$ cat src/lsq_params.svh
`ifndef LSQ_PARAMS_SVH
`define LSQ_PARAMS_SVH

// Register map, byte addresses (word aligned)
`define OFS_LSU_STATUS   12'h000
`define OFS_FLOW_MASK    12'h040
`define OFS_ERR_STATUS   12'h044
`define OFS_QIRQ_STATUS  12'h048
`define OFS_TRANSMIT_FIRST_DESCRIPTOR_ADDR       12'h100
`define OFS_TRANSMIT_LAST_SERVICED_ADDR        12'h200
`define OFS_RECEIVE_FIRST_DESCRIPTOR_ADDR       12'h300
// Field positions
`define BUSY_BIT         0
`define CODE_LSB         1
`define CODE_MSB         4
// Reset values
`define FLOW_MASK_RST    16'h0001
`define PTR_RST          32'h0000_0000

`endif

$ cat src/lsq_pkg.sv
package lsq_pkg;

  // Completion codes of a load/store unit command
  typedef enum logic [3:0] {
    CC_OK        = 4'h0,
    CC_TIMEOUT   = 4'h1,
    CC_XOFF      = 4'h2,
    CC_RESP_ERR  = 4'h3,
    CC_BAD_PROG  = 4'h4,
    CC_DMA_ERR   = 4'h5,
    CC_RETRY     = 4'h6,
    CC_NO_CREDIT = 4'h7
  } code_type;

  // Completion report from one load/store unit engine
  typedef struct packed {
    logic     start;
    logic     done;
    code_type code;
  } lsu_event_type;

  // Per queue engine events
  typedef struct packed {
    logic        txEmpty;
    logic        rxExhausted;
    logic        txDescDone;
    logic [31:0] txDescAddr;
  } queue_event_type;

endpackage : lsq_pkg

$ cat src/lsu_status_queue_dma_pointers.sv
// How it works
// - Status bit 0 is read-only busy flag
// - Status bits 4:1 hold completion code
// - Code 000b on error-free completion
// - Code 001b on non-posted response timeout
// - Code 010b on Xoff blockade, nothing sent
// - Code 011b on response error or length
// - Code 100b on unsupported or invalid fields
// - Code 101b on DMA data error
// - Code 110b on retry or semaphore refusal
// - Code 111b when no outbound credit
// - Flow mask RW bits 15:0, reset 0x01
// - Host write to tx head starts queue
// - Device zeroes tx head when queue drained
// - Write to nonzero tx head flags error
// - Completion pointer write decides interrupt deassert
// - Sixteen of each pointer, RW, reset zero
// - Rx head start, zero, error alike
//
// Decided for this implementation: the Wishbone register port and the address map.
`timescale 1ns/1ns
`default_nettype none
`include "lsq_params.svh"

module lsu_status_queue_dma_pointers #(
  parameter int NUM_LSU   = 4,
  parameter int NUM_QUEUE = 16
) (
  input  wire logic                                    clock,      // 20 MHz
  input  wire logic                                    arst_n,     // Async reset
  input  wire logic                                    wb_cyc_i,   // Bus cycle
  input  wire logic                                    wb_stb_i,   // Strobe
  input  wire logic                                    wb_we_i,    // Write
  input  wire logic [11:0]                             wb_adr_i,   // Byte address
  input  wire logic [3:0]                              wb_sel_i,   // Byte lanes
  input  wire logic [31:0]                             wb_dat_i,   // Write data
  output logic      [31:0]                             wb_dat_o,   // Read data
  output logic                                         wb_ack_o,   // Acknowledge
  input  wire lsq_pkg::lsu_event_type   [NUM_LSU-1:0]  lsuEvent,   // Engine reports
  input  wire lsq_pkg::queue_event_type [NUM_QUEUE-1:0] queueEvent, // Queue reports
  output logic      [15:0]                             flowMask,   // Flow mask to engines
  output logic      [NUM_QUEUE-1:0]                    txActive,   // Tx head nonzero
  output logic      [NUM_QUEUE-1:0]                    rxActive,   // Rx head nonzero
  output logic      [NUM_QUEUE-1:0]                    txQueueIrq  // Per queue interrupt
);
  import lsq_pkg::*;

  ////////////////////////////////////////////////////////////////////////////
  // Storage
  logic     [31:0] txHead_r [NUM_QUEUE];
  logic     [31:0] txComp_r [NUM_QUEUE];
  logic     [31:0] rxHead_r [NUM_QUEUE];
  logic     [31:0] lastDone_r [NUM_QUEUE];
  logic     [NUM_LSU-1:0] busy_r;
  code_type code_r [NUM_LSU];
  logic     [NUM_QUEUE-1:0] txErr_r;
  logic     [NUM_QUEUE-1:0] rxErr_r;
  logic     [31:0] rdData_nxt;
  logic     [31:0] wrMask;
  logic            access;
  logic            wrStb;

  ////////////////////////////////////////////////////////////////////////////
  // Bus strobes, one registered answer per request
  assign access = wb_cyc_i && wb_stb_i && !wb_ack_o;
  assign wrStb  = access && wb_we_i;
  assign wrMask = {{8{wb_sel_i[3]}}, {8{wb_sel_i[2]}}, {8{wb_sel_i[1]}}, {8{wb_sel_i[0]}}};

  // Acknowledge one cycle after the request, drop the next cycle
  always_ff @(posedge clock or negedge arst_n)
  begin
    if (!arst_n)
      wb_ack_o <= 1'b0;
    else
      wb_ack_o <= access;
  end

  ////////////////////////////////////////////////////////////////////////////
  // Load/store unit busy flag and completion code
  always_ff @(posedge clock or negedge arst_n)
  begin
    if (!arst_n)
    begin
      busy_r <= '0;
      for (int i = 0; i < NUM_LSU; i++)
        code_r[i] <= CC_OK;
    end
    else
    begin
      for (int i = 0; i < NUM_LSU; i++)
      begin
        if (lsuEvent[i].done)
        begin
          busy_r[i] <= 1'b0;
          code_r[i] <= lsuEvent[i].code;
        end                                           // Any code 0..7 captured
        else if (lsuEvent[i].start)
          busy_r[i] <= 1'b1;
      end
    end
  end

  ////////////////////////////////////////////////////////////////////////////
  // Congestion flow mask
  always_ff @(posedge clock or negedge arst_n)
  begin
    if (!arst_n)
      flowMask <= `FLOW_MASK_RST;
    else if (wrStb && wb_adr_i == `OFS_FLOW_MASK)
      flowMask <= (flowMask & ~wrMask[15:0]) | (wb_dat_i[15:0] & wrMask[15:0]);
  end

  ////////////////////////////////////////////////////////////////////////////
  // Queue pointers, per queue
  always_ff @(posedge clock or negedge arst_n)
  begin
    if (!arst_n)
    begin
      txErr_r <= '0;
      rxErr_r <= '0;
      for (int q = 0; q < NUM_QUEUE; q++)
      begin
        txHead_r[q]   <= `PTR_RST;
        txComp_r[q]   <= `PTR_RST;
        rxHead_r[q]   <= `PTR_RST;
        lastDone_r[q] <= `PTR_RST;
      end
    end
    else
    begin
      // Error flags cleared by writing one; a new error wins
      if (wrStb && wb_adr_i == `OFS_ERR_STATUS)
      begin
        txErr_r <= txErr_r & ~wb_dat_i[15:0];
        rxErr_r <= rxErr_r & ~wb_dat_i[31:16];
      end
      for (int q = 0; q < NUM_QUEUE; q++)
      begin
        if (queueEvent[q].txDescDone)
          lastDone_r[q] <= queueEvent[q].txDescAddr;
        // Tx head: write only while zero, else flag error
        if (wrStb && wb_adr_i == 12'(`OFS_TRANSMIT_FIRST_DESCRIPTOR_ADDR + 4 * q))
        begin
          if (txHead_r[q] != 32'h0)
            txErr_r[q] <= 1'b1;
          else
            txHead_r[q] <= wb_dat_i;
        end
        else if (queueEvent[q].txEmpty)
          txHead_r[q] <= `PTR_RST;
        if (wrStb && wb_adr_i == 12'(`OFS_TRANSMIT_LAST_SERVICED_ADDR + 4 * q))
          txComp_r[q] <= (txComp_r[q] & ~wrMask) | (wb_dat_i & wrMask);
        // Rx head behaves the same
        if (wrStb && wb_adr_i == 12'(`OFS_RECEIVE_FIRST_DESCRIPTOR_ADDR + 4 * q))
        begin
          if (rxHead_r[q] != 32'h0)
            rxErr_r[q] <= 1'b1;
          else
            rxHead_r[q] <= wb_dat_i;
        end
        else if (queueEvent[q].rxExhausted)
          rxHead_r[q] <= `PTR_RST;
      end
    end
  end

  ////////////////////////////////////////////////////////////////////////////
  // Queue interrupt: raised on completion, dropped on matching pointer write
  always_ff @(posedge clock or negedge arst_n)
  begin
    if (!arst_n)
      txQueueIrq <= '0;
    else
    begin
      for (int q = 0; q < NUM_QUEUE; q++)
      begin
        if (queueEvent[q].txDescDone)
          txQueueIrq[q] <= 1'b1;
        else if (wrStb && wb_adr_i == 12'(`OFS_TRANSMIT_LAST_SERVICED_ADDR + 4 * q)
                 && wb_dat_i == lastDone_r[q])
          txQueueIrq[q] <= 1'b0;
      end
    end
  end

  // Activity outputs registered from head pointers
  always_ff @(posedge clock or negedge arst_n)
  begin
    if (!arst_n)
    begin
      txActive <= '0;
      rxActive <= '0;
    end
    else
    begin
      for (int q = 0; q < NUM_QUEUE; q++)
      begin
        txActive[q] <= (txHead_r[q] != 32'h0);
        rxActive[q] <= (rxHead_r[q] != 32'h0);
      end
    end
  end

  ////////////////////////////////////////////////////////////////////////////
  // Read decode; unmapped reads return zero
  always_comb
  begin
    rdData_nxt = 32'h0;
    if (wb_adr_i < 12'(4 * NUM_LSU))
    begin
      rdData_nxt[`BUSY_BIT] = busy_r[wb_adr_i[3:2]];
      rdData_nxt[`CODE_MSB:`CODE_LSB] = code_r[wb_adr_i[3:2]];
    end
    else if (wb_adr_i == `OFS_FLOW_MASK)
      rdData_nxt[15:0] = flowMask;
    else if (wb_adr_i == `OFS_ERR_STATUS)
      rdData_nxt = {rxErr_r, txErr_r};
    else if (wb_adr_i == `OFS_QIRQ_STATUS)
      rdData_nxt[15:0] = txQueueIrq;
    else if (wb_adr_i[11:8] == 4'h1 && wb_adr_i[7:6] == 2'h0)
      rdData_nxt = txHead_r[wb_adr_i[5:2]];
    else if (wb_adr_i[11:8] == 4'h2 && wb_adr_i[7:6] == 2'h0)
      rdData_nxt = txComp_r[wb_adr_i[5:2]];
    else if (wb_adr_i[11:8] == 4'h3 && wb_adr_i[7:6] == 2'h0)
      rdData_nxt = rxHead_r[wb_adr_i[5:2]];
  end

  always_ff @(posedge clock or negedge arst_n)
  begin
    if (!arst_n)
      wb_dat_o <= 32'h0;
    else if (access && !wb_we_i)
      wb_dat_o <= rdData_nxt;
  end

  ////////////////////////////////////////////////////////////////////////////
  // Per unit busy flag and completion code checks
  for (genvar u = 0; u < NUM_LSU; u++)
  begin : gen_unit_chk

  end

  ////////////////////////////////////////////////////////////////////////////
  // Per queue pointer, activity and interrupt checks
  for (genvar g = 0; g < NUM_QUEUE; g++)
  begin : gen_queue_chk

  end
endmodule : lsu_status_queue_dma_pointers
`default_nettype wire

$ cat config.mk
export PLATFORM = sky130hd
export DESIGN_NAME = lsu_status_queue_dma_pointers
export DESIGN_NICKNAME = d
export VERILOG_FILES = /design/src/lsq_pkg.sv /design/src/lsu_status_queue_dma_pointers.sv
export VERILOG_INCLUDE_DIRS = /design/src
export SDC_FILE = /design/constraint.sdc
export NUM_CORES = 2
export LEC_CHECK = 0
export BUFFER_PORTS_ARGS = -buffer_cell sky130_fd_sc_hd__buf_2
export CAP_MARGIN = 20
export CORE_ASPECT_RATIO = 2
export CORE_MARGIN = 2
export CORE_UTILIZATION = 57
export CTS_BUF_LIST = sky130_fd_sc_hd__clkbuf_4
export DETAILED_ROUTE_END_ITERATION = 10
export GPL_ROUTABILITY_DRIVEN = 1
export HOLD_SLACK_MARGIN = 0.06
export PLACE_DENSITY = 0.79
export SLEW_MARGIN = 20
export SYNTH_ARGS = -nofsm -noshare
export SYNTH_HDL_FRONTEND = slang
export SYNTH_SLANG_ARGS = --single-unit
$ cat constraint.sdc
create_clock -name clock -period 2.1 [get_ports clock]
set_input_delay 0.315 -clock clock [delete_from_list [all_inputs] [get_ports clock]]
set_output_delay 0.315 -clock clock [all_outputs]
set_load 0.1 [all_outputs]
==> key figures, run 1 <==
Run status
  – Last stage reached: global routing
  – Error msg: [ERROR GRT-0116] Global routing finished with congestion. Check the congestion regions in the DRC Viewer.
  – Status: stopped before the end

Placed design
  – Port Buf Inserts: 733
  – Post-DP HPWL: 283 mm
  – Gpl congestion: 1.04
  – Dpl cell area: 116,000 µm²

Floorplan
  – Starting Density: 57.2%
  – Die W: 301 µm
  – I/O pin count: 734
  – Die height: 598 µm
  – Std cell rows: 218

Synthesis
  – Synth Flop Type: dfrtp_1
  – Syn nets: 7,772
  – Yosys Warn Count: 0
  – Syn_area_per_cell: 14.1 µm²
  – Post-synth EDFFs: 0
  – Library cells used by synthesis: 62
  – Syn Inst Count: 7,135
  – Synthesized area: 101,000 µm²
  – Synth async-reset ratio: 100%
  – Yosys reg bits: 2,197
  – Register area share after synthesis: 54.7%

Clocking
  – Root Buffer: clkbuf_4
  – Clock Path Buffers: 4
  – CTS buffer count: 480
  – H-tree depth: 5
  – CTS sink count: 2,197

Global routing
  – Grt ovf: 8,774
  – GRT Total Usage: 91.8%
  – Largest net degree at the start of global routing: 109
  – Vias in the first global route: 133,156
  – First-pass GRT wire length: 1170 mm
[Yosys cell counts, drive strengths merged (10+ instances only)]
library cell / number / area share (%)
a21o: 18 / 0.13
a21oi: 56 / 0.28
a22o: 1026 / 8.9
a22oi: 55 / 0.41
and2: 10 / 0.062
buf: 144 / 0.68
clkbuf: 515 / 1.9
dfrtp: 2196 / 55
inv: 38 / 0.14
mux2: 1057 / 12
mux2i: 41 / 0.41
mux4: 452 / 10
nand2: 144 / 0.57
nand3: 58 / 0.29
nand4: 226 / 1.4
nor2: 82 / 0.31
nor3: 54 / 0.32
nor4: 298 / 1.9
o21ai: 42 / 0.21
o22ai: 10 / 0.062
o2bb2ai: 21 / 0.18
xnor2: 512 / 4.5
[logic make-up after synthesis]
logic type / after synthesis / share of synthesized area, %
multiplexers: 1550 / 22.4
flip-flops: 2197 / 54.7
AO/OA/AOI/OAI: 1270 / 10.6
AND/OR/NAND/NOR: 909 / 5.16
XOR/XNOR: 512 / 4.46
buffers and inverters: 697 / 2.74
[timing repair]
item                                   4_1_cts
gates resized for setup                    600
endpoints found under the hold margin     4362
setup endpoints to repair                 1440
buffers inserted                            92
gates cloned                                25
hold buffers                              1748
pin swaps                                   29
[through the flow]
step	setup slack [ns]	hold slack, ns	util [%]	setup TNS [ns]	cells
3_5_place_dp	-0.917	0.299	66.2	-740.68	10676
4_1_cts	-0.434	0.0603	81.7	-338.93	13371
2_1_floorplan	-0.175	0.0194	-	-169.60	7135
3_3_place_gp	-0.909	0.295	66.2	-690.23	10676
[metal layers]
layer	GRT usage, %	overflow
met2	103	5040
met4	95.0	2164
met1	87.0	709
met3	84.2	731
met5	70.7	130
==> run 2: changes to the inputs <==
--- a/config.mk
+++ b/config.mk
@@ -8,14 +8,11 @@
 export LEC_CHECK = 0
 export BUFFER_PORTS_ARGS = -buffer_cell sky130_fd_sc_hd__buf_2
 export CAP_MARGIN = 20
-export CORE_ASPECT_RATIO = 2
 export CORE_MARGIN = 2
-export CORE_UTILIZATION = 57
-export CTS_BUF_LIST = sky130_fd_sc_hd__clkbuf_4
+export CORE_UTILIZATION = 40
 export DETAILED_ROUTE_END_ITERATION = 10
 export GPL_ROUTABILITY_DRIVEN = 1
-export HOLD_SLACK_MARGIN = 0.06
-export PLACE_DENSITY = 0.79
+export PLACE_DENSITY_LB_ADDON = 0.15
 export SLEW_MARGIN = 20
 export SYNTH_ARGS = -nofsm -noshare
 export SYNTH_HDL_FRONTEND = slang
==> constraint.sdc (replaced) <==
create_clock -name clock -period 2.75 [get_ports clock]
set_input_delay 0.4125 -clock clock [delete_from_list [all_inputs] [get_ports clock]]
set_output_delay 0.4125 -clock clock [all_outputs]
set_load 0.1 [all_outputs]
==> key figures, run 2 <==
Routing
  – Top sig layer: met5
  – Drt total wl: 410 mm
  – Remaining DRCs: 0
  – Via count: 74,934
  – Routed Antenna Nets: 0
  – Initial DRC count: 7,541
  – Wire length on met2: 185 mm
  – Drt pass-1 iters: 6
  – Metal3 WL: 35.3 mm
  – WL/cell: 33.5 µm
  – Vias per cell: 6.12
  – Met1 WL: 165 mm

Critical path
  – CP arrival: 2.30 ns
  – FF-to-FF End: txHead_r[467]
  – Critical-path maximum fanout: 3
  – Buffers & Inverters on Critical Path: 1
  – Critical path origin: txQueueIrq[0]
  – Critical path data required time: 2.34 ns
  – Crit path launch type: register
  – Crit path max-delay family: flip-flops
  – Crit end category: output pin
  – Slowest-stage cell, CP: dfrtp_1
  – CP Cell Sequence: buf_2
  – Flop2flop setup slack: 0.17 ns
  – Crit path kind: register to output pin
  – R2r startpoint: txHead_r[455]
  – Max stage delay on crit path: 0.80 ns
  – Reg2reg path depth: 5

Placed design
  – Place WS: -0.297 ns
  – Port Buf Inserts: 733
  – Gpl congestion: 0.972
  – Dpl cell area: 113,000 µm²
  – Post-DP HPWL: 296 mm

Synthesis
  – Synth Flop Type: dfrtp_1
  – Most frequent cell after synthesis: dfrtp_1
  – Syn Inst Count: 7,135
  – Syn_area_per_cell: 14.1 µm²
  – Syn nets: 7,772
  – Synth async-reset ratio: 100%
  – Synthesized area: 101,000 µm²
  – Library cells used by synthesis: 62
  – Yosys reg bits: 2,197
  – Synth area leader: dfrtp_1
  – Yosys Warn Count: 0
  – Top-area cell type share of the netlist area: 54.7%
  – Commonest cells in the netlist: dfrtp_1 (2,196), mux2_2 (1,053), a22o_1 (1,026)
  – Register area share after synthesis: 54.7%
  – Synth top area cells: dfrtp_1 (55%), mux2_2 (12%), mux4_2 (10%)
  – Post-synth EDFFs: 0

Final layout
  – Share of layout cells above drive strength 1: 38.3%
  – P&R area growth vs syn: 26.3%
  – Most frequent cells in the layout: dfrtp_1 (2,191), mux2_2 (1,053), a22o_1 (1,026)
  – Nets: 9,284
  – Most common library cell in the layout ignoring fill and taps: dfrtp_1
  – Final Cell Area: 127,000 µm²

STA
  – Minimum clock period: 2.72 ns
  – Worst Skew: 0.0766 ns
  – Final setup vio count: 0
  – Tcrit/Tclk final: 98.8%
  – F_max: 368 MHz
  – Max_slew headroom: 32.5%
  – Worst-margin pin slew: 1.00 ns
  – Final hold vios: 0
  – Final hold slack: 0.0303 ns
  – RSZ-0062 raised after global routing: false
  – Max-slew violation count: 0
  – Setup ws final: 0.0343 ns

Clocking
  – CTS tree: yes
  – CTS buffer count: 239
  – Clock slew seen by the registers of the worst setup and hold paths: 0.06 ns
  – Clock Path Buffers: 3
  – H-tree depth: 4
  – Post-CTS Setup Bufs: 0
  – Worst skew pair latency: 0.92 ns
  – CTS sink count: 2,197
  – Root Buffer: clkbuf_16

Global routing
  – Initial antenna violation count: 61
  – GRT Total Usage: 31.7%
  – Vias in the first global route: 76,757
  – First-pass GRT wire length: 586 mm
  – Grt ovf: 0
  – Largest net degree at the start of global routing: 130

Power and ir drop
  – Comb power frac: 10.0%
  – Share of total power in sequential cells: 45.0%
  – Cell-internal power: 55,900 µW
  – Switching pwr: 19,100 µW
  – Static Leak: 0.0574 µW
  – Max IR drop VDD: 0.648 mV
  – Sw frac: 25.4%
  – PD cells: 591 nW/µm²
  – Clock power share: 45.0%
  – Power Total: 75,000 µW

Min path
  – Hold Crit Class: primary input to asynchronous set/reset pin

Floorplan
  – Starting Density: 40.1%
  – Die W: 505 µm
  – I/O pin count: 734
  – Die area: 255,000 µm²
  – Core area: 251,000 µm²
  – Die height: 505 µm
  – Std cell rows: 184

Job
  – MaxCap Viol Count: 0

Run status
  – Status: complete, no violations
## run 2: logic make-up (layout without fill, tap and decap cells)
group	after synthesis	count (layout)	synth area share [%]
DFF	2197	2197	54.7
muxes	1550	1550	22.4
AOI/OAI and AO/OA	1270	1270	10.6
and+or+nand+nor	909	909	5.16
buffers and inverters	697	2411	2.74
xor gates and xnor gates	512	512	4.46
other	0	41	0
## run 2: power groups by stage
stage | sequential [µW] | combinational (µW) | clock (µW)
floorplan | 34200 | 3340 | 0
global placement | 34300 | 6690 | 0
detailed placement | 34300 | 6770 | 0
CTS | 33700 | 7470 | 34200
global route | 33800 | 7900 | 35600
finish | 33700 | 7480 | 33700
## run 2: worst max-delay path by stage
stage / end / cells past startpoint
floorplan: rxHead_r[289] / 8
global placement: wb_dat_o[24] / 8
detailed placement: wb_dat_o[28] / 8
CTS: txQueueIrq[10] / 1
global route: txQueueIrq[10] / 1
finish: txQueueIrq[0] / 1
## run 2: routing by layer
layer	track usage, %	vias to the layer above
met3	7.82	814
li1	-	30518
met1	42.2	39723
met2	48.6	3849
met4	15.5	30
met5	0	-
## run 2: layout make-up
cell class	instances	area (µm²)
Fill cell	21372	124000
Sequential cell	2197	55000
Multi-Input combinational cell	4241	43200
Timing Repair Buffer	1930	16000
Clock buffer	344	6950
Tap cell	3348	4190
Clock inverter	99	1350
Inverter	38	143
Antenna cell	41	103
## run 2: what timing repair did
item,in CTS,in global routing
hold buffers,554,0
hold endpoints to repair,1182,0
endpoints found under the setup margin,6,0
resized for setup,6,0
## run 2: stage by stage
step / std cells / TNS, ns / util, %
6_report: 12238 / 0 / 50.6
3_5_place_dp: 11200 / -3.00 / 45.1
2_1_floorplan: 7135 / 0 / -
4_1_cts: 12197 / 0 / 50.6
3_3_place_gp: 11200 / -3.27 / 45.1
5_1_grt: 12218 / 0 / 50.6
Note: power is estimated with default switching activity, not from simulation.
